**src/hdl/cod_pkg.sv**
```systemverilog
// Constants and types shared by the opcode decoder files.
// Assumes an 8-bit accumulator core clocked by clk_sys.
package cod_pkg;

  // ===========================================================
  // Opcode byte and condition code layout
  // ===========================================================
  localparam int         OP_W       = 8;
  localparam int         CC_W       = 5;
  localparam int         CC_H       = 4;
  localparam int         CC_I       = 3;
  localparam int         CC_N       = 2;
  localparam int         CC_Z       = 1;
  localparam int         CC_C       = 0;
  localparam logic [4:0] CC_I_MASK  = 5'h08;
  localparam logic [4:0] CC_C_MASK  = 5'h01;

  // ===========================================================
  // Columns (upper nibble)
  // ===========================================================
  localparam logic [3:0] COL_BIT_BRANCH = 4'h0;
  localparam logic [3:0] COL_BIT_CHANGE = 4'h1;
  localparam logic [3:0] COL_BRANCH     = 4'h2;
  localparam logic [3:0] COL_RMW_DIR    = 4'h3;
  localparam logic [3:0] COL_RMW_ACC    = 4'h4;
  localparam logic [3:0] COL_RMW_IDX    = 4'h5;
  localparam logic [3:0] COL_RMW_IX1    = 4'h6;
  localparam logic [3:0] COL_RMW_IX     = 4'h7;
  localparam logic [3:0] COL_CTL_LO     = 4'h8;
  localparam logic [3:0] COL_CTL_HI     = 4'h9;
  localparam logic [3:0] COL_IMM        = 4'hA;
  localparam logic [3:0] COL_DIR        = 4'hB;
  localparam logic [3:0] COL_EXT        = 4'hC;
  localparam logic [3:0] COL_IX2        = 4'hD;
  localparam logic [3:0] COL_IX1        = 4'hE;
  localparam logic [3:0] COL_IX         = 4'hF;

  // Populated rows per column family, one bit per row
  localparam logic [15:0] ROWS_RMW    = 16'hB7D9;
  localparam logic [15:0] ROWS_CTL_LO = 16'hC00B;
  localparam logic [15:0] ROWS_CTL_HI = 16'hBF80;
  localparam logic [15:0] ROWS_IMM    = 16'h4F7F;

  // ===========================================================
  // Individual opcodes
  // ===========================================================
  localparam logic [7:0] OPC_INT_RETURN  = 8'h80;
  localparam logic [7:0] OPC_SUB_RETURN  = 8'h81;
  localparam logic [7:0] OPC_SOFT_TRAP   = 8'h83;
  localparam logic [7:0] OPC_STOP        = 8'h8E;
  localparam logic [7:0] OPC_WAIT        = 8'h8F;
  localparam logic [7:0] OPC_ACC_TO_IDX  = 8'h97;
  localparam logic [7:0] OPC_CARRY_CLR   = 8'h98;
  localparam logic [7:0] OPC_CARRY_SET   = 8'h99;
  localparam logic [7:0] OPC_MASK_CLR    = 8'h9A;
  localparam logic [7:0] OPC_MASK_SET    = 8'h9B;
  localparam logic [7:0] OPC_STACK_INIT  = 8'h9C;
  localparam logic [7:0] OPC_NOP         = 8'h9D;
  localparam logic [7:0] OPC_IDX_TO_ACC  = 8'h9F;
  localparam logic [7:0] OPC_MULTIPLY    = 8'h42;

  // ===========================================================
  // Lengths in bytes and cycle counts
  // ===========================================================
  localparam logic [1:0] LEN_ONE   = 2'h1;
  localparam logic [1:0] LEN_TWO   = 2'h2;
  localparam logic [1:0] LEN_THREE = 2'h3;

  localparam logic [3:0] CYC_INH       = 4'h2;
  localparam logic [3:0] CYC_BIT       = 4'h5;
  localparam logic [3:0] CYC_BRANCH    = 4'h3;
  localparam logic [3:0] CYC_RMW_DIR   = 4'h5;
  localparam logic [3:0] CYC_RMW_INH   = 4'h3;
  localparam logic [3:0] CYC_RMW_IX1   = 4'h6;
  localparam logic [3:0] CYC_RMW_IX    = 4'h5;
  localparam logic [3:0] CYC_MULTIPLY  = 4'hB;
  localparam logic [3:0] CYC_SUB_RET   = 4'h6;
  localparam logic [3:0] CYC_INT_RET   = 4'h9;
  localparam logic [3:0] CYC_SOFT_TRAP = 4'hA;
  localparam logic [3:0] CYC_IMM       = 4'h2;
  localparam logic [3:0] CYC_DIR       = 4'h3;
  localparam logic [3:0] CYC_EXT       = 4'h4;
  localparam logic [3:0] CYC_IX2       = 4'h5;
  localparam logic [3:0] CYC_IX1       = 4'h4;
  localparam logic [3:0] CYC_IX        = 4'h3;

  typedef enum logic [2:0] {
    MODE_INH, MODE_IMM, MODE_DIR, MODE_EXT, MODE_IX2, MODE_IX1, MODE_IX, MODE_REL
  } cod_mode_t;

  typedef enum logic [2:0] {
    CLS_BITMAN, CLS_BRANCH, CLS_RMW, CLS_CTL, CLS_REGMEM
  } cod_class_t;

endpackage

```
**src/hdl/cod_dec_if.sv**
```systemverilog
// Interface between the decode sequencer and the opcode lookup.
// Assumes both ends sit in the same clk_sys domain.
`timescale 1ns/1ns
`default_nettype none
interface cod_dec_if;
  import cod_pkg::*;
  logic [7:0]  opcode;
  cod_class_t  iclass;
  cod_mode_t   mode;
  logic [1:0]  length;
  logic [3:0]  cycles;
  logic [3:0]  row;
  logic [2:0]  bit_num;
  logic        bit_when_set;
  logic        defined;

  modport lut  (input opcode, output iclass, mode, length, cycles, row, bit_num,
                bit_when_set, defined);
  modport core (output opcode, input iclass, mode, length, cycles, row, bit_num,
                bit_when_set, defined);
endinterface
`default_nettype wire

```
**src/hdl/cod_decode_top.sv**
```systemverilog
// Opcode decode and sequencing for an 8-bit accumulator core.
// Assumes opcode and operand bytes arrive from program memory on clk_sys.
`timescale 1ns/1ns
`default_nettype none
module cod_decode_top (
  input  wire logic                clk_sys,
  input  wire logic                rst_n,
  input  wire logic                op_valid,
  input  wire logic [7:0]          op_byte,
  input  wire logic                operand_valid,
  input  wire logic [7:0]          operand_byte,
  input  wire logic [7:0]          index_val,
  input  wire logic [4:0]          ccr_in,
  input  wire logic                irq_pin,
  output logic                     op_ready,
  output logic                     fetch_req,
  output logic                     busy,
  output cod_pkg::cod_class_t      dec_class,
  output cod_pkg::cod_mode_t       dec_mode,
  output logic [1:0]               dec_length,
  output logic [3:0]               dec_row,
  output logic [2:0]               dec_bit_num,
  output logic                     dec_bit_when_set,
  output logic                     dec_undefined,
  output logic [15:0]              operand_word,
  output logic                     acc_we,
  output logic [7:0]               acc_value,
  output logic                     ccr_we,
  output logic [4:0]               ccr_out,
  output logic                     clk_halt,
  output logic                     insn_done
);
  import cod_pkg::*;

  typedef enum logic [1:0] {ST_IDLE, ST_FETCH, ST_EXEC, ST_HALT} cod_state_t;

  cod_dec_if  ifc ();
  cod_state_t st;
  cod_state_t next_st;
  logic [7:0] opc;
  logic [7:0] next_opc;
  logic [1:0] remain;
  logic [1:0] next_remain;
  logic [3:0] cnt;
  logic [3:0] next_cnt;
  logic       irq_s1;
  logic       irq_s2;
  logic       irq_s3;
  logic       irq_level;
  logic       next_irq_level;

  logic              next_op_ready;
  logic              next_fetch_req;
  logic              next_busy;
  cod_class_t        next_dec_class;
  cod_mode_t         next_dec_mode;
  logic [1:0]        next_dec_length;
  logic [3:0]        next_dec_row;
  logic [2:0]        next_dec_bit_num;
  logic              next_dec_bit_when_set;
  logic              next_dec_undefined;
  logic [15:0]       next_operand_word;
  logic              next_acc_we;
  logic [7:0]        next_acc_value;
  logic              next_ccr_we;
  logic [4:0]        next_ccr_out;
  logic              next_clk_halt;
  logic              next_insn_done;

  // ===========================================================
  // Opcode lookup
  // ===========================================================
  assign ifc.opcode = (st == ST_IDLE) ? op_byte : opc;

  cod_opcode_lut u_lut (
    .ifc (ifc.lut)
  );

  // ===========================================================
  // Interrupt pin synchroniser
  // ===========================================================
  always_comb begin
    next_irq_level = irq_level;
    if (irq_s2 == irq_s3) begin
      next_irq_level = irq_s3;
    end
  end

  always_ff @(posedge clk_sys or negedge rst_n) begin
    if (!rst_n) begin
      irq_s1    <= 1'b0;
      irq_s2    <= 1'b0;
      irq_s3    <= 1'b0;
      irq_level <= 1'b0;
    end else begin
      irq_s1    <= irq_pin;
      irq_s2    <= irq_s1;
      irq_s3    <= irq_s2;
      irq_level <= next_irq_level;
    end
  end

  // ===========================================================
  // Sequencer
  // ===========================================================
  always_comb begin
    next_st               = st;
    next_opc              = opc;
    next_remain           = remain;
    next_cnt              = cnt;
    next_dec_class        = dec_class;
    next_dec_mode         = dec_mode;
    next_dec_length       = dec_length;
    next_dec_row          = dec_row;
    next_dec_bit_num      = dec_bit_num;
    next_dec_bit_when_set = dec_bit_when_set;
    next_dec_undefined    = dec_undefined;
    next_operand_word     = operand_word;
    next_acc_we           = 1'b0;
    next_acc_value        = acc_value;
    next_ccr_we           = 1'b0;
    next_ccr_out          = ccr_out;
    next_clk_halt         = clk_halt;
    next_insn_done        = 1'b0;
    case (st)
      ST_IDLE: begin
        if (op_valid) begin
          next_opc              = op_byte;
          next_cnt              = ifc.cycles - 4'h2;
          next_remain           = ifc.length - 2'h1;
          next_dec_class        = ifc.iclass;
          next_dec_mode         = ifc.mode;
          next_dec_length       = ifc.length;
          next_dec_row          = ifc.row;
          next_dec_bit_num      = ifc.bit_num;
          next_dec_bit_when_set = ifc.bit_when_set;
          next_dec_undefined    = ~ifc.defined;
          next_operand_word     = 16'h0000;
          next_st               = (ifc.length == LEN_ONE) ? ST_EXEC : ST_FETCH;
        end
      end
      ST_FETCH: begin
        if (operand_valid) begin
          next_operand_word = {operand_word[7:0], operand_byte};
          next_remain       = remain - 2'h1;
          if (remain == 2'h1) begin
            next_st = ST_EXEC;
          end
        end
      end
      ST_EXEC: begin
        if (cnt == 4'h0) begin
          next_ccr_we  = 1'b1;
          next_ccr_out = ccr_in;
          case (opc)
            OPC_WAIT, OPC_STOP: next_ccr_out = ccr_in & ~CC_I_MASK;
            OPC_MASK_CLR:       next_ccr_out = ccr_in & ~CC_I_MASK;
            OPC_MASK_SET:       next_ccr_out = ccr_in | CC_I_MASK;
            OPC_CARRY_CLR:      next_ccr_out = ccr_in & ~CC_C_MASK;
            OPC_CARRY_SET:      next_ccr_out = ccr_in | CC_C_MASK;
            default:            next_ccr_out = ccr_in;
          endcase
          if (opc == OPC_IDX_TO_ACC) begin
            next_acc_we    = 1'b1;
            next_acc_value = index_val;
          end
          if (opc == OPC_WAIT || opc == OPC_STOP) begin
            next_clk_halt = 1'b1;
            next_st       = ST_HALT;
          end else begin
            next_insn_done = 1'b1;
            next_st        = ST_IDLE;
          end
        end else begin
          next_cnt = cnt - 4'h1;
        end
      end
      ST_HALT: begin
        if (irq_level) begin
          next_clk_halt  = 1'b0;
          next_insn_done = 1'b1;
          next_st        = ST_IDLE;
        end
      end
      default: begin
        next_st = ST_IDLE;
      end
    endcase
    next_op_ready  = (next_st == ST_IDLE);
    next_busy      = (next_st != ST_IDLE);
    next_fetch_req = (next_st == ST_FETCH);
  end

  always_ff @(posedge clk_sys or negedge rst_n) begin
    if (!rst_n) begin
      st               <= ST_IDLE;
      opc              <= OPC_NOP;
      remain           <= 2'h0;
      cnt              <= 4'h0;
      op_ready         <= 1'b1;
      fetch_req        <= 1'b0;
      busy             <= 1'b0;
      dec_class        <= CLS_CTL;
      dec_mode         <= MODE_INH;
      dec_length       <= LEN_ONE;
      dec_row          <= 4'h0;
      dec_bit_num      <= 3'h0;
      dec_bit_when_set <= 1'b0;
      dec_undefined    <= 1'b0;
      operand_word     <= 16'h0000;
      acc_we           <= 1'b0;
      acc_value        <= 8'h00;
      ccr_we           <= 1'b0;
      ccr_out          <= 5'h00;
      clk_halt         <= 1'b0;
      insn_done        <= 1'b0;
    end else begin
      st               <= next_st;
      opc              <= next_opc;
      remain           <= next_remain;
      cnt              <= next_cnt;
      op_ready         <= next_op_ready;
      fetch_req        <= next_fetch_req;
      busy             <= next_busy;
      dec_class        <= next_dec_class;
      dec_mode         <= next_dec_mode;
      dec_length       <= next_dec_length;
      dec_row          <= next_dec_row;
      dec_bit_num      <= next_dec_bit_num;
      dec_bit_when_set <= next_dec_bit_when_set;
      dec_undefined    <= next_dec_undefined;
      operand_word     <= next_operand_word;
      acc_we           <= next_acc_we;
      acc_value        <= next_acc_value;
      ccr_we           <= next_ccr_we;
      ccr_out          <= next_ccr_out;
      clk_halt         <= next_clk_halt;
      insn_done        <= next_insn_done;
    end
  end
endmodule // cod_decode_top
`default_nettype wire

```
**src/hdl/cod_opcode_lut.sv**
```systemverilog
// Combinational opcode lookup: class, mode, length, cycles.
// Assumes the opcode on the interface is stable for the cycle it is used.
`timescale 1ns/1ns
`default_nettype none
module cod_opcode_lut (
  cod_dec_if.lut ifc
);
  import cod_pkg::*;

  logic [3:0] col;
  logic [3:0] row;
  assign col = ifc.opcode[7:4];
  assign row = ifc.opcode[3:0];

  // ===========================================================
  // Column and row decode
  // ===========================================================
  always_comb begin
    ifc.iclass       = CLS_CTL;
    ifc.mode         = MODE_INH;
    ifc.length       = LEN_ONE;
    ifc.cycles       = CYC_INH;
    ifc.row          = row;
    ifc.bit_num      = row[3:1];
    ifc.bit_when_set = ~row[0];
    ifc.defined      = 1'b1;
    case (col)
      COL_BIT_BRANCH: begin
        ifc.iclass = CLS_BITMAN;
        ifc.mode   = MODE_DIR;
        ifc.length = LEN_THREE;
        ifc.cycles = CYC_BIT;
      end
      COL_BIT_CHANGE: begin
        ifc.iclass = CLS_BITMAN;
        ifc.mode   = MODE_DIR;
        ifc.length = LEN_TWO;
        ifc.cycles = CYC_BIT;
      end
      COL_BRANCH: begin
        ifc.iclass = CLS_BRANCH;
        ifc.mode   = MODE_REL;
        ifc.length = LEN_TWO;
        ifc.cycles = CYC_BRANCH;
      end
      COL_RMW_DIR, COL_RMW_ACC, COL_RMW_IDX, COL_RMW_IX1, COL_RMW_IX: begin
        ifc.iclass  = CLS_RMW;
        ifc.defined = ROWS_RMW[row];
        case (col)
          COL_RMW_DIR: begin
            ifc.mode   = MODE_DIR;
            ifc.length = LEN_TWO;
            ifc.cycles = CYC_RMW_DIR;
          end
          COL_RMW_IX1: begin
            ifc.mode   = MODE_IX1;
            ifc.length = LEN_TWO;
            ifc.cycles = CYC_RMW_IX1;
          end
          COL_RMW_IX: begin
            ifc.mode   = MODE_IX;
            ifc.cycles = CYC_RMW_IX;
          end
          default: begin
            ifc.cycles = CYC_RMW_INH;
          end
        endcase
        if (ifc.opcode == OPC_MULTIPLY) begin
          ifc.iclass  = CLS_CTL;
          ifc.defined = 1'b1;
          ifc.cycles  = CYC_MULTIPLY;
        end
      end
      COL_CTL_LO, COL_CTL_HI: begin
        ifc.defined = (col == COL_CTL_LO) ? ROWS_CTL_LO[row] : ROWS_CTL_HI[row];
        case (ifc.opcode)
          OPC_INT_RETURN: ifc.cycles = CYC_INT_RET;
          OPC_SUB_RETURN: ifc.cycles = CYC_SUB_RET;
          OPC_SOFT_TRAP:  ifc.cycles = CYC_SOFT_TRAP;
          default:        ifc.cycles = CYC_INH;
        endcase
      end
      default: begin
        ifc.iclass = CLS_REGMEM;
        case (col)
          COL_IMM: begin
            ifc.mode    = MODE_IMM;
            ifc.length  = LEN_TWO;
            ifc.cycles  = CYC_IMM;
            ifc.defined = ROWS_IMM[row];
          end
          COL_DIR: begin
            ifc.mode   = MODE_DIR;
            ifc.length = LEN_TWO;
            ifc.cycles = CYC_DIR;
          end
          COL_EXT: begin
            ifc.mode   = MODE_EXT;
            ifc.length = LEN_THREE;
            ifc.cycles = CYC_EXT;
          end
          COL_IX2: begin
            ifc.mode   = MODE_IX2;
            ifc.length = LEN_THREE;
            ifc.cycles = CYC_IX2;
          end
          COL_IX1: begin
            ifc.mode   = MODE_IX1;
            ifc.length = LEN_TWO;
            ifc.cycles = CYC_IX1;
          end
          default: begin
            ifc.mode   = MODE_IX;
            ifc.cycles = CYC_IX;
          end
        endcase
      end
    endcase
    // Blank map positions run as a plain one-byte no-operation
    if (!ifc.defined) begin
      ifc.iclass = CLS_CTL;
      ifc.mode   = MODE_INH;
      ifc.length = LEN_ONE;
      ifc.cycles = CYC_INH;
    end
  end

endmodule // cod_opcode_lut
`default_nettype wire

```
**config.mk**
```make
export PLATFORM = sky130hd
export DESIGN_NAME = cod_decode_top
export DESIGN_NICKNAME = d
export VERILOG_FILES = /design/src/hdl/cod_pkg.sv /design/src/hdl/cod_dec_if.sv /design/src/hdl/cod_decode_top.sv /design/src/hdl/cod_opcode_lut.sv
export SDC_FILE = /design/constraint.sdc
export NUM_CORES = 1
export LEC_CHECK = 0
export BUFFER_PORTS_ARGS = -buffer_cell sky130_fd_sc_hd__buf_2
export CAP_MARGIN = 25
export CORE_ASPECT_RATIO = 0.9
export CORE_MARGIN = 1.5
export CORE_UTILIZATION = 56
export CTS_BUF_LIST = sky130_fd_sc_hd__clkbuf_8
export CTS_CLUSTER_DIAMETER = 50
export CTS_CLUSTER_SIZE = 30
export DETAILED_ROUTE_END_ITERATION = 8
export PLACE_DENSITY = 0.82
export RECOVER_POWER = 25
export SYNTH_ARGS = -nofsm -noshare
export SYNTH_HDL_FRONTEND = slang
export SYNTH_SLANG_ARGS = --single-unit
```
**constraint.sdc**
```tcl
create_clock -name clk_sys -period 4.25 [get_ports clk_sys]
set_input_delay 0.85 -clock clk_sys [delete_from_list [all_inputs] [get_ports clk_sys]]
set_output_delay 0.85 -clock clk_sys [all_outputs]
set_load 0.01 [all_outputs]
```
; ---- Word-level counts from Yosys, hierarchy flattened
; Memory sizes are Yosys's and may differ from the RTL's.
; Cells that the tools add are included.
[word_totals]
ff_bits = 73
mem_bits_ro = 64
in_bits = 34
output_inout_bits = 53
word_cells = 157
mem_count = 4
[memory_table]
columns = memory, words, word_bits, rd, rd_clocked_by_memory_dff, write_ports, line_no
row1 = (no name shown), 16, 1, 1, 0, 0, cod_opcode_lut.sv:75  ; ifc.defined = (col == COL_CTL_LO) ? ROWS_CTL_LO[row] : ROWS_CTL_HI[row];
row2 = (no name shown), 16, 1, 1, 0, 0, cod_opcode_lut.sv:75
row3 = (no name shown), 16, 1, 1, 0, 0, cod_opcode_lut.sv:48  ; ifc.defined = ROWS_RMW[row];
row4 = (no name shown), 16, 1, 1, 0, 0, cod_opcode_lut.sv:90  ; ifc.defined = ROWS_IMM[row];
[classes]
n_addsub = 4
magnitude_cmp = 1
eq_ne = 38
n_mux = 57
bitwise_logic = 2
n_reduce_logical = 26
[ops]
columns = op, n
row1 = "== test 8 bit, second input constant", 10
row2 = 2-to-1 mux 16 bit, 2
row3 = case mux 16 bit (2 select lines), 1
row4 = case mux 4 bit (4 select lines), 2
row5 = "== test 4 bit, second input constant", 7
row6 = case mux 3 bit (4 select lines), 2
row7 = 2-to-1 mux 2 bit, 11
row8 = 2-to-1 mux 1 bit, 19
row9 = case mux 3 bit (3 select lines), 2
row10 = "== test 4 x 3 -> 1 bit, second input constant", 4
row11 = 2-to-1 mux 4 bit, 4
row12 = case mux 2 bit (4 select lines), 2
row13 = case mux 3 bit (5 select lines), 1
row14 = OR reduction 2 bit, 7
row15 = "inequality test 2 bit, second input constant", 6
row16 = case mux 4 bit (3 select lines), 1
row17 = AND reduction 3 bit, 3
row18 = OR reduction 3 bit, 3
row19 = "== test 2 x 1 -> 1 bit, second input constant", 4
row20 = "== test 4 x 2 -> 1 bit, second input constant", 2
row21 = "== test 8 x 7 -> 1 bit, second input constant", 1
row22 = zero test 4 bit, 2
row23 = 2-to-1 mux 8 bit, 1
row24 = case mux 2 bit (2 select lines), 2
row25 = 19 further kinds, 29

; ---- Longest topological paths before layout
; Gate-level depths: netlist of the first run.
[logic_depth]
ltp_word = 12
ltp_mapped = 19
mapped_depth_nobuf = 15

; ---- By module
; Synthesis of the first run repeated with hierarchy kept, for this count alone.
[unflattened]
hier_cells = 402
hier_area_um2 = 3791.1
[by_module_without_submodules]
columns = mod, instances, cells_per_inst, area_each_um2, seq_area_each_um2
row1 = cod_decode_top, 1, 310, 3170.5, 1838.0
row2 = cod_opcode_lut, 1, 92, 620.6, 0.0

; ---- Worst setup path after synthesis of the first run
; Ideal clock, no wire load.
[synth_path]
path_kind = register -> register
start = register st[0]
end = register cnt[3]
setup_ns = 0.126
arrival_ns = 3.320
required_ns = 4.124
path_slack_ns = 0.805
stages_incl_launch_ff = 20
n_path_buf = 4
synth_period_minus_slack_ns = 3.445
path_cell_list = dfrtp_1 buf_4 nor2_2 buf_4 buf_2 nand2_1 nand2_1 inv_1 ha_1 a21boi_0 a2111oi_1 a221oi_2 nand3_4 buf_6 o21ai_0 ha_1 and3_1 a21boi_0 mux2i_1 nand2_1
[synth_between]
elab_cells_between_ends = 52
classes_between = add/sub: 1 / eq/ne: 20 / mux: 17 / reduce/logical: 10 / memory: 4
[synth_lines]
columns = element, line_no
row1 = "start, declared", cod_decode_top.sv:38  ; cod_state_t st;
row2 = "start signal, assigned", cod_decode_top.sv:218  ; st <= next_st;
row3 = zero test 2 bit *, cod_decode_top.sv:73  ; assign ifc.opcode = (st == ST_IDLE) ? op_byte : opc;
row4 = 2-to-1 mux 8 bit *, cod_decode_top.sv:73
row5 = via ifc.opcode[0], cod_dec_if.sv:7  ; logic [7:0] opcode;
row6 = "memory (16 x 1 bit), on equally long branches", -
row7 = "2-to-1 mux 1 bit, on equally long branches", "cod_opcode_lut.sv:90, cod_opcode_lut.sv:48, cod_opcode_lut.sv:75"
row8 = "2-to-1 mux 1 bit, on equally long branches", "cod_opcode_lut.sv:85, cod_opcode_lut.sv:68, cod_opcode_lut.sv:75"
row9 = case mux 1 bit (3 select lines), cod_opcode_lut.sv:27  ; case (col)
row10 = 2-to-1 mux 4 bit *, cod_opcode_lut.sv:120  ; if (!ifc.defined) begin
row11 = subtractor 4 x 2 -> 4 bit *, cod_decode_top.sv:129  ; next_cnt = ifc.cycles - 4'h2;
row12 = 2-to-1 mux 4 bit *, cod_decode_top.sv:127  ; if (op_valid) begin
row13 = case mux 4 bit (2 select lines) *, cod_decode_top.sv:125  ; case (st)
row14 = "end signal, assigned", cod_decode_top.sv:221  ; cnt <= next_cnt;
row15 = "end, declared", cod_decode_top.sv:44  ; logic [3:0] cnt;
; Mark *: on every way through the listed nets, which the timed path passes. The rest lies on a longest branch. The select of a mux whose other input is x is not followed.
; A chain may end at the register's enable or synchronous reset.

; ---- Worst setup path after layout of the first run
; Same ends and word-level chain as after synthesis.

==> results of run 1 <==
==> path summary, 6_finish.rpt <==
path                            end  cells after the start  slack [ns]
min reg2reg                  irq_s2                      0        0.36
min                          irq_s2                      0        0.36
max                          cnt[3]                     14        0.72
max reg2reg                  cnt[3]                     14        0.72
min in group asynchronous    opc[6]                      1        0.86
max in group asynchronous  clk_halt                      2        1.67
==> cell type report <==
type                    instances  area, µm²
repair buffers                 96        497
inverters                      15       56.3
multi-input cells             310       1900
flip-flops and latches         70       1760
fillers                       507       2070
well taps                      90        113
clock inverters                 7        103
clock buffers                   9        124
==> cell families (layout without fill, tap and decap cells) <==
family                   count (synthesis)  after routing  share of synthesized area [%]
flip-flops                              70             70                           45.6
XOR/XNOR                                 1              1                          0.227
buffers and inverters                   40            127                           5.27
AO/OA/AOI/OAI                           90             90                           16.9
AND/OR/NAND/NOR                        189            189                           23.2
multiplexers                            18             18                           5.05
adder cells (fa/ha/maj)                 12             12                           3.82
==> power by group through the flow <==
| stage | Clock, mW | Sequential (mW) | Combinational [mW] |
|---|---|---|---|
| after floorplan | 0 | 1.19 | 1.39 |
| after global placement | 0 | 1.14 | 1.88 |
| after detailed placement | 0 | 1.16 | 1.94 |
| after CTS | 0.631 | 1.15 | 1.95 |
| after global routing | 0.663 | 1.19 | 2.17 |
| final | 0.623 | 1.16 | 1.97 |
==> synth_stat cells (all sizes together) (9+ instances only) <==
cell type | instances | area share, %
dfstp | 9 | 6.1
ha | 11 | 3.6
dfrtp | 61 | 39
buf | 15 | 2.8
nand2 | 97 | 9.5
nand3 | 25 | 3.6
mux2i | 9 | 2.4
inv | 15 | 1.5
a21oi | 14 | 1.9
nor2 | 28 | 2.8
o21ai | 26 | 3.5
clkbuf | 10 | 0.97
mux2 | 9 | 2.6
==> worst register-to-register path, delay by kind of cell, from the launching register on <==
family	cells	cell delay [ns]
adders and majority gates	2	0.38
AOI/OAI and AO/OA	5	1.31
DFF	1	0.38
buffers and inverters	1	0.13
and+or+nand+nor	6	1.28
==> sequential cells by signal, summed over array words and instances (netlist names), 2 cells and up <==
register / cells
acc_value: 8
opc: 8
dec_mode: 3
dec_class: 3
ccr_out: 5
cnt: 4
st: 2
operand_word: 16
remain: 2
dec_length: 2
dec_row: 4
==> placed cells by master (no fill, tap or decap), types with 9 or more instances in the layout <==
master / n
nor2_1: 27
clkbuf_8: 9
nand2_1: 96
inv_1: 15
dfstp_2: 9
dfrtp_1: 61
a21oi_1: 13
nand3_1: 24
ha_1: 11
buf_2: 85
o21ai_0: 24
==> routing by layer <==
metal	GRT usage, %	share of wire, %
met5	0	0
met4	7.30	0.84
met3	7.22	7.1
met2	42.3	47
met1	35.5	45
==> metrics by stage <==
stage                     area, µm²  cells  hold WS (ns)  util (%)
after floorplan                3870    420         0.331         -
after global placement         4340    581         0.336      65.5
after detailed placement       4340    581         0.341      65.5
after CTS                      4560    597         0.361      68.9
after global routing           4550    597         0.375      68.8
final                          4550    597         0.356      68.8
==> metrics.csv, run 1 <==
stage,metric,value,unit
critical_path,critPathKind,flop to flop,
synth,syn_inst,420,
grt,grt_pass1_vias,3133,
power,p_total,3.75,mW
power,irDropWorstVdd,382,µV
sta,period_share,83.1,%
synth,yosys_most_used_dff,dfrtp_1,
cells_and_area,final_net_count,547,
cells_and_area,final_layout_size_suffix_gt1_share,28.4,%
sta,hold_viol,0,
clock_network,cts-root-buf,clkbuf_8,
synth,syn_avg_cell_area,9.21,µm²
routing,vias,3427,
critical_path,cp.required,4.54,ns
critical_path,r2r-start,st[0],
floorplanning,num_io_pins,87,
clock_network,cts_buffers,9,
power,powerDensity,823,nW/µm²
synth,ys_ff_latch,70,
min_path,worstHoldPathType,flop to flop,
synth,syn_nets,465,
grt,grt_pass1_wl,15100,µm
sta,fin_ws,0.718,ns
placement,hpwlAfterDp,6730,µm
placement,dp_slack,0.689,ns
routing,post_drt_wl_per_cell,15.7,µm
floorplanning,die_area,7410,µm²
placement,numPortBuffers,86,
power,sw_frac_of_total,45.6,%
critical_path,crit_fanout,15,
clock_network,clk_pin_slew,0.08,ns
sta,fin_crit,3.53,ns
floorplanning,die_w,90.6,µm
sta,setup_violations,0,
synth,yosys_warnings,0,
power,p_comb_share,52.5,%
synth,seq_area_frac_synth,45.6,%
routing,first_pass_iters,5,
clock_network,tritoncts,done,
sta,slew_headroom,-2.74,%
sta,fin_skew,0.0140,ns
critical_path,crit_chain,"or2_1, nand2_1, nand2_1, inv_1, ha_1, a21boi_0, a2111oi_1, a221oi_2, nand3_4, and2_1, ha_1, a2111oi_2, a221oi_1, nand2_1",
routing,ant_nets,0,
clock_network,cts_sinks,70,
power,p_seq_share,30.9,%
clock_network,clockBufferDepth,2,
power,power.internal,2.04,mW
grt,grt_max_degree,28,
routing,drt_iter0_drc,309,
status,violations,"max-capacitance violations, max-slew violations",
synth,synth_edf_count,0,
status,status,"finished, violations left",
grt,grt.overflow.total,0,
power,clockPowerShare,16.6,%
sta,rsz0062_at_grt,false,
floorplanning,num_rows,28,
min_path,min-delay-start,irq_s1,
sta,drv_slew,28,
grt,track_usage,26.3,%
critical_path,critPathTopFamily,compound AO/OA/AOI/OAI gates,
clock_network,clk_latency,0.36,ns
routing,drc,0,
clock_network,cts_setup_buffers,0,
critical_path,critPathArrivalTime,3.82,ns
sta,worst_slew_pin_slew,1.54,ns
synth,syn-cell-area,3870,µm²
critical_path,worstSetupStartpointType,flop,
cells_and_area,antennaDiodeCount,0,
synth,synth.distinct_cells,73,
power,p_sw,1.71,mW
grt,antenna_found_initial,0,
floorplanning,die_y,81.8,µm
critical_path,startpoint,st[0],
floorplanning,initial_core_util,58.4,%
placement,routabilityCongestion,0.900,
floorplanning,core,6620,µm²
routing,routed_wl,9400,µm
clock_network,cts_hold_buffers,0,
critical_path,end_kind,flop,
cells_and_area,syn_to_final_growth,17.8,%
critical_path,crit_buf_inv,1,
sta,max_freq,283,MHz
synth,ys_async_sr_fraction,100,%
job,drv_cap,1,
critical_path,crit_slowest_cell,or2_1,
power,power.leakage,2.32,nW
clock_network,cts.repair.resized,0,
critical_path,cpPeakStageDelay,0.45,ns
critical_path,cpMostUsedCell,nand2_1,
clock_network,h-tree-depth,3,
sta,tns,0,ns
routing,vias_per_cell,5.74,
(Power assumes the default switching activity.)
==> run 2, diff against run 1 <==
--- a/config.mk
+++ b/config.mk
@@ -9,12 +9,12 @@
 export CAP_MARGIN = 25
 export CORE_ASPECT_RATIO = 0.9
 export CORE_MARGIN = 1.5
-export CORE_UTILIZATION = 56
+export CORE_UTILIZATION = 51
 export CTS_BUF_LIST = sky130_fd_sc_hd__clkbuf_8
 export CTS_CLUSTER_DIAMETER = 50
 export CTS_CLUSTER_SIZE = 30
 export DETAILED_ROUTE_END_ITERATION = 8
-export PLACE_DENSITY = 0.82
+export PLACE_DENSITY = 0.79
 export RECOVER_POWER = 25
 export SYNTH_ARGS = -nofsm -noshare
 export SYNTH_HDL_FRONTEND = slang
==> constraint.sdc (replaced) <==
create_clock -name clk_sys -period 2.9 [get_ports clk_sys]
set_input_delay 0.58 -clock clk_sys [delete_from_list [all_inputs] [get_ports clk_sys]]
set_output_delay 0.58 -clock clk_sys [all_outputs]
set_load 0.01 [all_outputs]
==> run 2 against run 1 <==
The run now ends clean. Final cell count increased by 6.5%. Sequential share of layout area is 4.0 points lower. Die area up 9.5%. Non-clock buffer count rose by 36. Design area rose by 12%. Clock skew fell by 0.0057 ns. Maximum frequency rose by 23%. Clock power up 26%. Register-to-register slack worse by 0.70 ns. Highest routed layer unchanged. Critical path type unchanged. Global-route usage fell by 0.16 points. Power is 69% higher.
==> metrics.csv, run 2 (synthesis results as in run 1) <==
stage,metric,value,unit,change
status,status,finished clean,,
sta,rsz0062_at_grt,true,,
cells_and_area,top_register,operand_word,,
power,power.leakage,2.55,nW,+9.9%
critical_path,critPathTopFamily,simple AND/OR/NAND/NOR gates,,
sta,drv_slew,0,,-100%
critical_path,end_kind,flop,,
routing,drt_iter0_drc,205,,-34%
power,powerDensity,1250,nW/µm²,+52%
floorplanning,die_y,85.6,µm,+4.6%
routing,first_pass_iters,5,,unchanged
clock_network,cts_buffers,9,,unchanged
critical_path,r2r-end,cnt[3],,
critical_path,cp.depth,15,,+1
clock_network,clk_pin_slew,0.08,ns,about the same
placement,hpwlAfterDp,7270,µm,+8.0%
critical_path,crit_buf_inv,1,,unchanged
placement,dpl-instance-area,4700,µm²,+8.4%
placement,dp.cells,613,,+5.5%
critical_path,crit_fanout,7,,-8
grt,grt_pass1_wl,16400,µm,+8.7%
sta,period_share,99.4,%,+16 points
clock_network,cts-root-buf,clkbuf_8,,
placement,numPortBuffers,86,,unchanged
critical_path,cp.required,3.13,ns,-1.41 ns
critical_path,rrSetupSlack,0.02,ns,-0.70 ns
cells_and_area,final_net_count,583,,+6.6%
critical_path,startpoint,st[1],,
grt,antenna_found_initial,0,,unchanged
sta,fin_crit,2.88,ns,-0.650 ns
job,drv_cap,0,,-1
routing,post_drt_wl_per_cell,16.1,µm,+2.5%
clock_network,cts_hold_buffers,0,,unchanged
sta,setup_violations,0,,unchanged
floorplanning,initial_core_util,53.8,%,-4.6 points
cells_and_area,final_cell_mix,"90 x nand2_1, 85 x buf_2, 60 x dfrtp_1",,
grt,grt_max_degree,46,,+64%
routing,vias,3550,,+3.6%
critical_path,crit_chain,"or2_4, nand2_2, nand2_8, ha_4, and3_1, o21ai_1, a221oi_2, buf_4, nand3_4, and2_4, ha_4, and3_4, a21boi_1, mux2i_1, nand2_1",,
min_path,worstHoldPathType,primary input to flop,,
floorplanning,die_w,94.8,µm,+4.6%
routing,drc,0,,unchanged
critical_path,critPathKind,flop to flop,,
routing,routed_wl,10300,µm,+9.2%
sta,fin_skew,0.00826,ns,-0.00571 ns
placement,routabilityCongestion,0.984,,+9.3%
critical_path,cpMostUsedCell,ha_4,,
critical_path,critPathArrivalTime,3.11,ns,-0.71 ns
critical_path,crit_end,cnt[3],,
routing,ant_nets,0,,unchanged
floorplanning,num_io_pins,87,,unchanged
cells_and_area,instances_no_fill,636,,+6.5%
cells_and_area,final_layout_size_suffix_gt1_share,38.1,%,+9.7 points
cells_and_area,mostFrequentLayoutCell,nand2_1,,
grt,track_usage,26.2,%,-0.16 points
grt,grt.overflow.total,0,,unchanged
critical_path,crit_slowest_cell,dfrtp_2,,
clock_network,tritoncts,done,,
cells_and_area,reg.largest.list,"operand_word: 16 flops, acc_value: 8 flops, opc: 8 flops",,
power,irDropWorstVdd,705,µV,+85%
clock_network,clk_latency,0.35,ns,about the same
floorplanning,num_rows,29,,+3.6%
cells_and_area,final_cell_area,5080,µm²,+12%
sta,slew_headroom,5.65,%,+8.4 points
sta,worst_slew_pin_slew,1.42,ns,-0.126 ns
sta,hold_viol,0,,unchanged
critical_path,worstSetupStartpointType,flop,,
cells_and_area,largest_reg_flops,16,,unchanged
clock_network,clockBufferDepth,2,,unchanged
floorplanning,die_area,8110,µm²,+9.5%
clock_network,h-tree-depth,3,,unchanged
cells_and_area,syn_to_final_growth,31.4,%,
floorplanning,core,7180,µm²,+8.5%
clock_network,cts_sinks,70,,unchanged
cells_and_area,antennaDiodeCount,0,,unchanged
critical_path,cpPeakStageDelay,0.43,ns,-0.02 ns
cells_and_area,nFillCells,567,,+12%
grt,grt_pass1_vias,3351,,+7.0%
power,p_total,6.35,mW,+69%
critical_path,reg2reg_depth,15,,+1
sta,max_freq,347,MHz,+23%
routing,vias_per_cell,5.58,,-2.8%
critical_path,r2r-start,st[1],,
==> run 2: cell count changes in the layout (fill, tap and decap cells not counted), moves of 3 or more <==
| cell | change |
|---|---|
| a2111oi_4 | +3 |
| a21boi_0 | -3 |
| buf_4 | +33 |
| clkinv_4 | +3 |
| ha_1 | -5 |
| ha_4 | +4 |
| inv_6 | -3 |
| nand2_1 | -6 |
| nand2_4 | +3 |
| o21ai_0 | -3 |
==> run 2: through the flow <==
stage / setup WS (ns) / hold WS [ns] / utilization (%) / TNS, ns
2_1_floorplan: -0.154 / 0.284 / - / -0.196
3_3_place_gp: -0.0509 / 0.333 / 65.4 / -0.0920
3_5_place_dp: -0.109 / 0.342 / 65.4 / -0.238
4_1_cts: -0.00826 / 0.255 / 69.0 / -0.00826
5_1_grt: -0.110 / 0.317 / 70.7 / -0.151
6_report: 0.0183 / 0.336 / 70.7 / 0
==> run 2: power breakdown <==
part	leakage (nW)	internal (mW)	switching, mW
combinational	1.57	1.72	2.15
clock	0.105	0.400	0.384
sequential	0.877	1.39	0.299
==> run 2: routing by layer <==
metal	vias up	part of all wire (%)	track usage [%]
met5	-	0	0
met4	0	1.7	7.06
met3	19	5.4	6.21
met2	109	47	42.0
met1	1708	45	35.6
li1	1714	-	-
==> run 2: worst min-delay path by stage <==
stage	from	endpoint	slack, ns	cells past startpoint
floorplan	rst_n	acc_value[0]	0.28	0
global placement	irq_s1	irq_s2	0.33	0
detailed placement	irq_s1	irq_s2	0.34	0
CTS	rst_n	dec_bit_when_set	0.26	1
global route	irq_pin	irq_s1	0.32	1
finish	irq_pin	irq_s1	0.34	1
==> run 2: repair_timing <==
| item | 4_1_cts | 5_1_grt |
|---|---|---|
| pin swaps | 2 | 8 |
| setup buffers | 1 | 5 |
| resized for setup | 8 | 16 |
| gates cloned | 0 | 1 |
| setup endpoints to repair | 2 | 6 |
==> run 2: layout make-up <==
cell class / count / area [µm²] / share of cell area, %
flip-flops and latches: 70 / 1760 / 34.7
clock inverters: 7 / 73.8 / 1.45
well taps: 93 / 116 / 2.29
repair buffers: 132 / 810 / 15.9
clock buffers: 9 / 124 / 2.44
multi-input cells: 310 / 2130 / 42.0
inverters: 15 / 58.8 / 1.16
==> run 3, diff against run 2 <==
--- a/config.mk
+++ b/config.mk
@@ -14,7 +14,7 @@
 export CTS_CLUSTER_DIAMETER = 50
 export CTS_CLUSTER_SIZE = 30
 export DETAILED_ROUTE_END_ITERATION = 8
-export PLACE_DENSITY = 0.79
+export PLACE_DENSITY = 0.83
 export RECOVER_POWER = 25
 export SYNTH_ARGS = -nofsm -noshare
 export SYNTH_HDL_FRONTEND = slang
==> run 3 against run 2 <==
The flow now finishes with violations (negative setup slack). Highest routed layer unchanged. Clock power fell by 16%. Combinational power down 4%. Power decreased by 4.1%. Via count up 0.23%. Clock-buffer cell count is the same. Maximum frequency is 0.91% lower. Final cell count decreased by 0.79%. Sequential cell count unchanged. Critical endpoint unchanged.
==> metrics.csv, run 3 (synthesis results as in run 1) <==
stage,metric,value,unit,change
status,status,"finished, violations left",,
status,violations,negative setup slack,,
placement,routabilityCongestion,0.898,,-8.8%
floorplanning,die_area,8110,µm²,unchanged
critical_path,cp.required,3.13,ns,about the same
grt,antenna_found_initial,0,,unchanged
cells_and_area,final_cell_mix,"90 x nand2_1, 85 x buf_2, 60 x dfrtp_1",,
routing,ant_nets,0,,unchanged
grt,grt_pass1_wl,15900,µm,-3.0%
clock_network,cts_sinks,70,,unchanged
critical_path,end_kind,flop,,
critical_path,critPathArrivalTime,3.14,ns,+0.03 ns
cells_and_area,top_register,operand_word,,
routing,first_pass_iters,5,,unchanged
cells_and_area,instances_no_fill,631,,-0.79%
routing,post_drt_wl_per_cell,16.1,µm,-0.25%
floorplanning,core,7180,µm²,unchanged
cells_and_area,final_net_count,578,,-0.86%
sta,worst_slew_pin_slew,1.26,ns,-0.152 ns
critical_path,worstSetupStartpointType,flop,,
sta,fin_crit,2.91,ns,+0.0264 ns
critical_path,reg2reg_depth,13,,-2
routing,drc,0,,unchanged
routing,routed_wl,10200,µm,-1.0%
floorplanning,die_w,94.8,µm,unchanged
critical_path,rrSetupSlack,-0.008,ns,-0.03 ns
clock_network,cts-root-buf,clkbuf_8,,
critical_path,crit_fanout,10,,+3
floorplanning,num_rows,29,,unchanged
grt,grt.overflow.total,0,,unchanged
sta,rsz0062_at_grt,true,,
power,p_total,6.09,mW,-4.1%
placement,hpwlAfterDp,7340,µm,+0.94%
routing,vias_per_cell,5.64,,+1.0%
critical_path,critPathKind,flop to flop,,
sta,period_share,100,%,+0.91 points
placement,numPortBuffers,86,,unchanged
sta,whs,0.313,ns,-0.0225 ns
sta,hold_viol,0,,unchanged
floorplanning,die_y,85.6,µm,unchanged
sta,drv_slew,0,,unchanged
routing,vias,3558,,+0.23%
clock_network,tritoncts,done,,
grt,grt_pass1_vias,3286,,-1.9%
power,power.leakage,2.50,nW,-1.9%
grt,grt_max_degree,33,,-28%
sta,fin_skew,0.00837,ns,+0.000114 ns
sta,setup_violations,1,,+1
floorplanning,initial_core_util,53.8,%,unchanged
clock_network,clk_pin_slew,0.07,ns,about the same
cells_and_area,largest_reg_flops,16,,unchanged
sta,max_freq,344,MHz,-0.91%
cells_and_area,antennaDiodeCount,0,,unchanged
cells_and_area,final_layout_size_suffix_gt1_share,36.8,%,-1.3 points
floorplanning,num_io_pins,87,,unchanged
clock_network,cts_buffers,9,,unchanged
placement,dp.cells,607,,-0.98%
power,irDropWorstVdd,642,µV,-8.9%
clock_network,cts_hold_buffers,0,,unchanged
grt,track_usage,25.7,%,-0.52 points
clock_network,clockBufferDepth,2,,unchanged
cells_and_area,mostFrequentLayoutCell,nand2_1,,
critical_path,r2r-end,cnt[3],,
cells_and_area,nFillCells,558,,-1.6%
sta,fin_ws,-0.00807,ns,-0.0264 ns
min_path,worstHoldPathType,primary input to async pin,,
power,powerDensity,1220,nW/µm²,-2.1%
routing,drt_iter0_drc,238,,+16%
clock_network,h-tree-depth,3,,unchanged
clock_network,clk_latency,0.35,ns,about the same
critical_path,r2r-start,st[0],,
cells_and_area,syn_to_final_growth,28.7,%,
sta,slew_headroom,15.8,%,+10 points
job,drv_cap,0,,unchanged
cells_and_area,reg.largest.list,"operand_word: 16 flops, acc_value: 8 flops, opc: 8 flops",,
## run 3: changes by cell type in the layout (fill, tap and decap cells not counted), sizes merged
cell / delta
clkbuf: +1
clkinvlp: +1
buf: -6
clkinv: -1
inv: +1
bufinv: -1
## run 3: repair_timing
item,CTS,global route
gates resized for setup,6,16
setup buffers,1,6
endpoints found under the setup margin,1,8
gates cloned,0,1
pin swaps,2,7
## run 3: area by class of cell
class,count,area [µm²],share of cell area (%)
Clock buffer,9,124,2.49
Clock inverter,7,37.5,0.754
Multi-Input combinational cell,310,2100,42.3
Timing Repair Buffer,127,772,15.5
Sequential cell,70,1760,35.4
Inverter,15,58.8,1.18
Tap cell,93,116,2.34
## run 3: per-stage QoR
stage | instance area, µm² | utilization (%) | worst slack [ns] | TNS [ns]
detailed placement | 4640 | 64.6 | -0.0736 | -0.116
global route | 4980 | 69.3 | -0.127 | -0.424
CTS | 4850 | 67.6 | 0.000904 | 0
finish | 4980 | 69.3 | -0.00807 | -0.00807
floorplan | 4000 | - | -0.154 | -0.196
global placement | 4640 | 64.6 | -0.0158 | -0.0158
## run 3: power breakdown
| part | total [mW] | leakage (nW) | switching (mW) | internal [mW] |
|---|---|---|---|---|
| Clock | 0.660 | 0.0928 | 0.361 | 0.299 |
| Sequential | 1.70 | 0.877 | 0.305 | 1.39 |
| Combinational | 3.74 | 1.53 | 2.11 | 1.63 |
## run 3: metal layers
layer	vias to the layer above	global-route usage [%]	wire length, µm
met5	-	0	0
met2	139	40.5	5000
met4	0	8.41	155
li1	1698	-	-
met1	1706	35.7	4390
met3	15	4.79	616
## run 3: critical path: stages, from the launching register on
cell and delay [ns]:
dfrtp_2 0.44, or2_4 0.29, buf_6 0.17, mux2i_4 0.20
buf_4 0.16, mux2i_1 0.14, o31ai_2 0.41, nand3_4 0.15
and2_4 0.17, ha_4 0.16, and3_4 0.16, a21boi_1 0.12
mux2i_1 0.15, nand2_1 0.06
## run 3: how the worst max path moves through the flow
stage	start	end	slack [ns]	cells after the start
finish	st[0]	cnt[3]	-0.008	13
global route	st[0]	op_ready	-0.13	17
CTS	st[0]	cnt[3]	0.0009	16
detailed placement	op_byte[2]	cnt[3]	-0.07	11
global placement	op_byte[2]	cnt[3]	-0.02	11
floorplan	st[1]	cnt[3]	-0.15	18
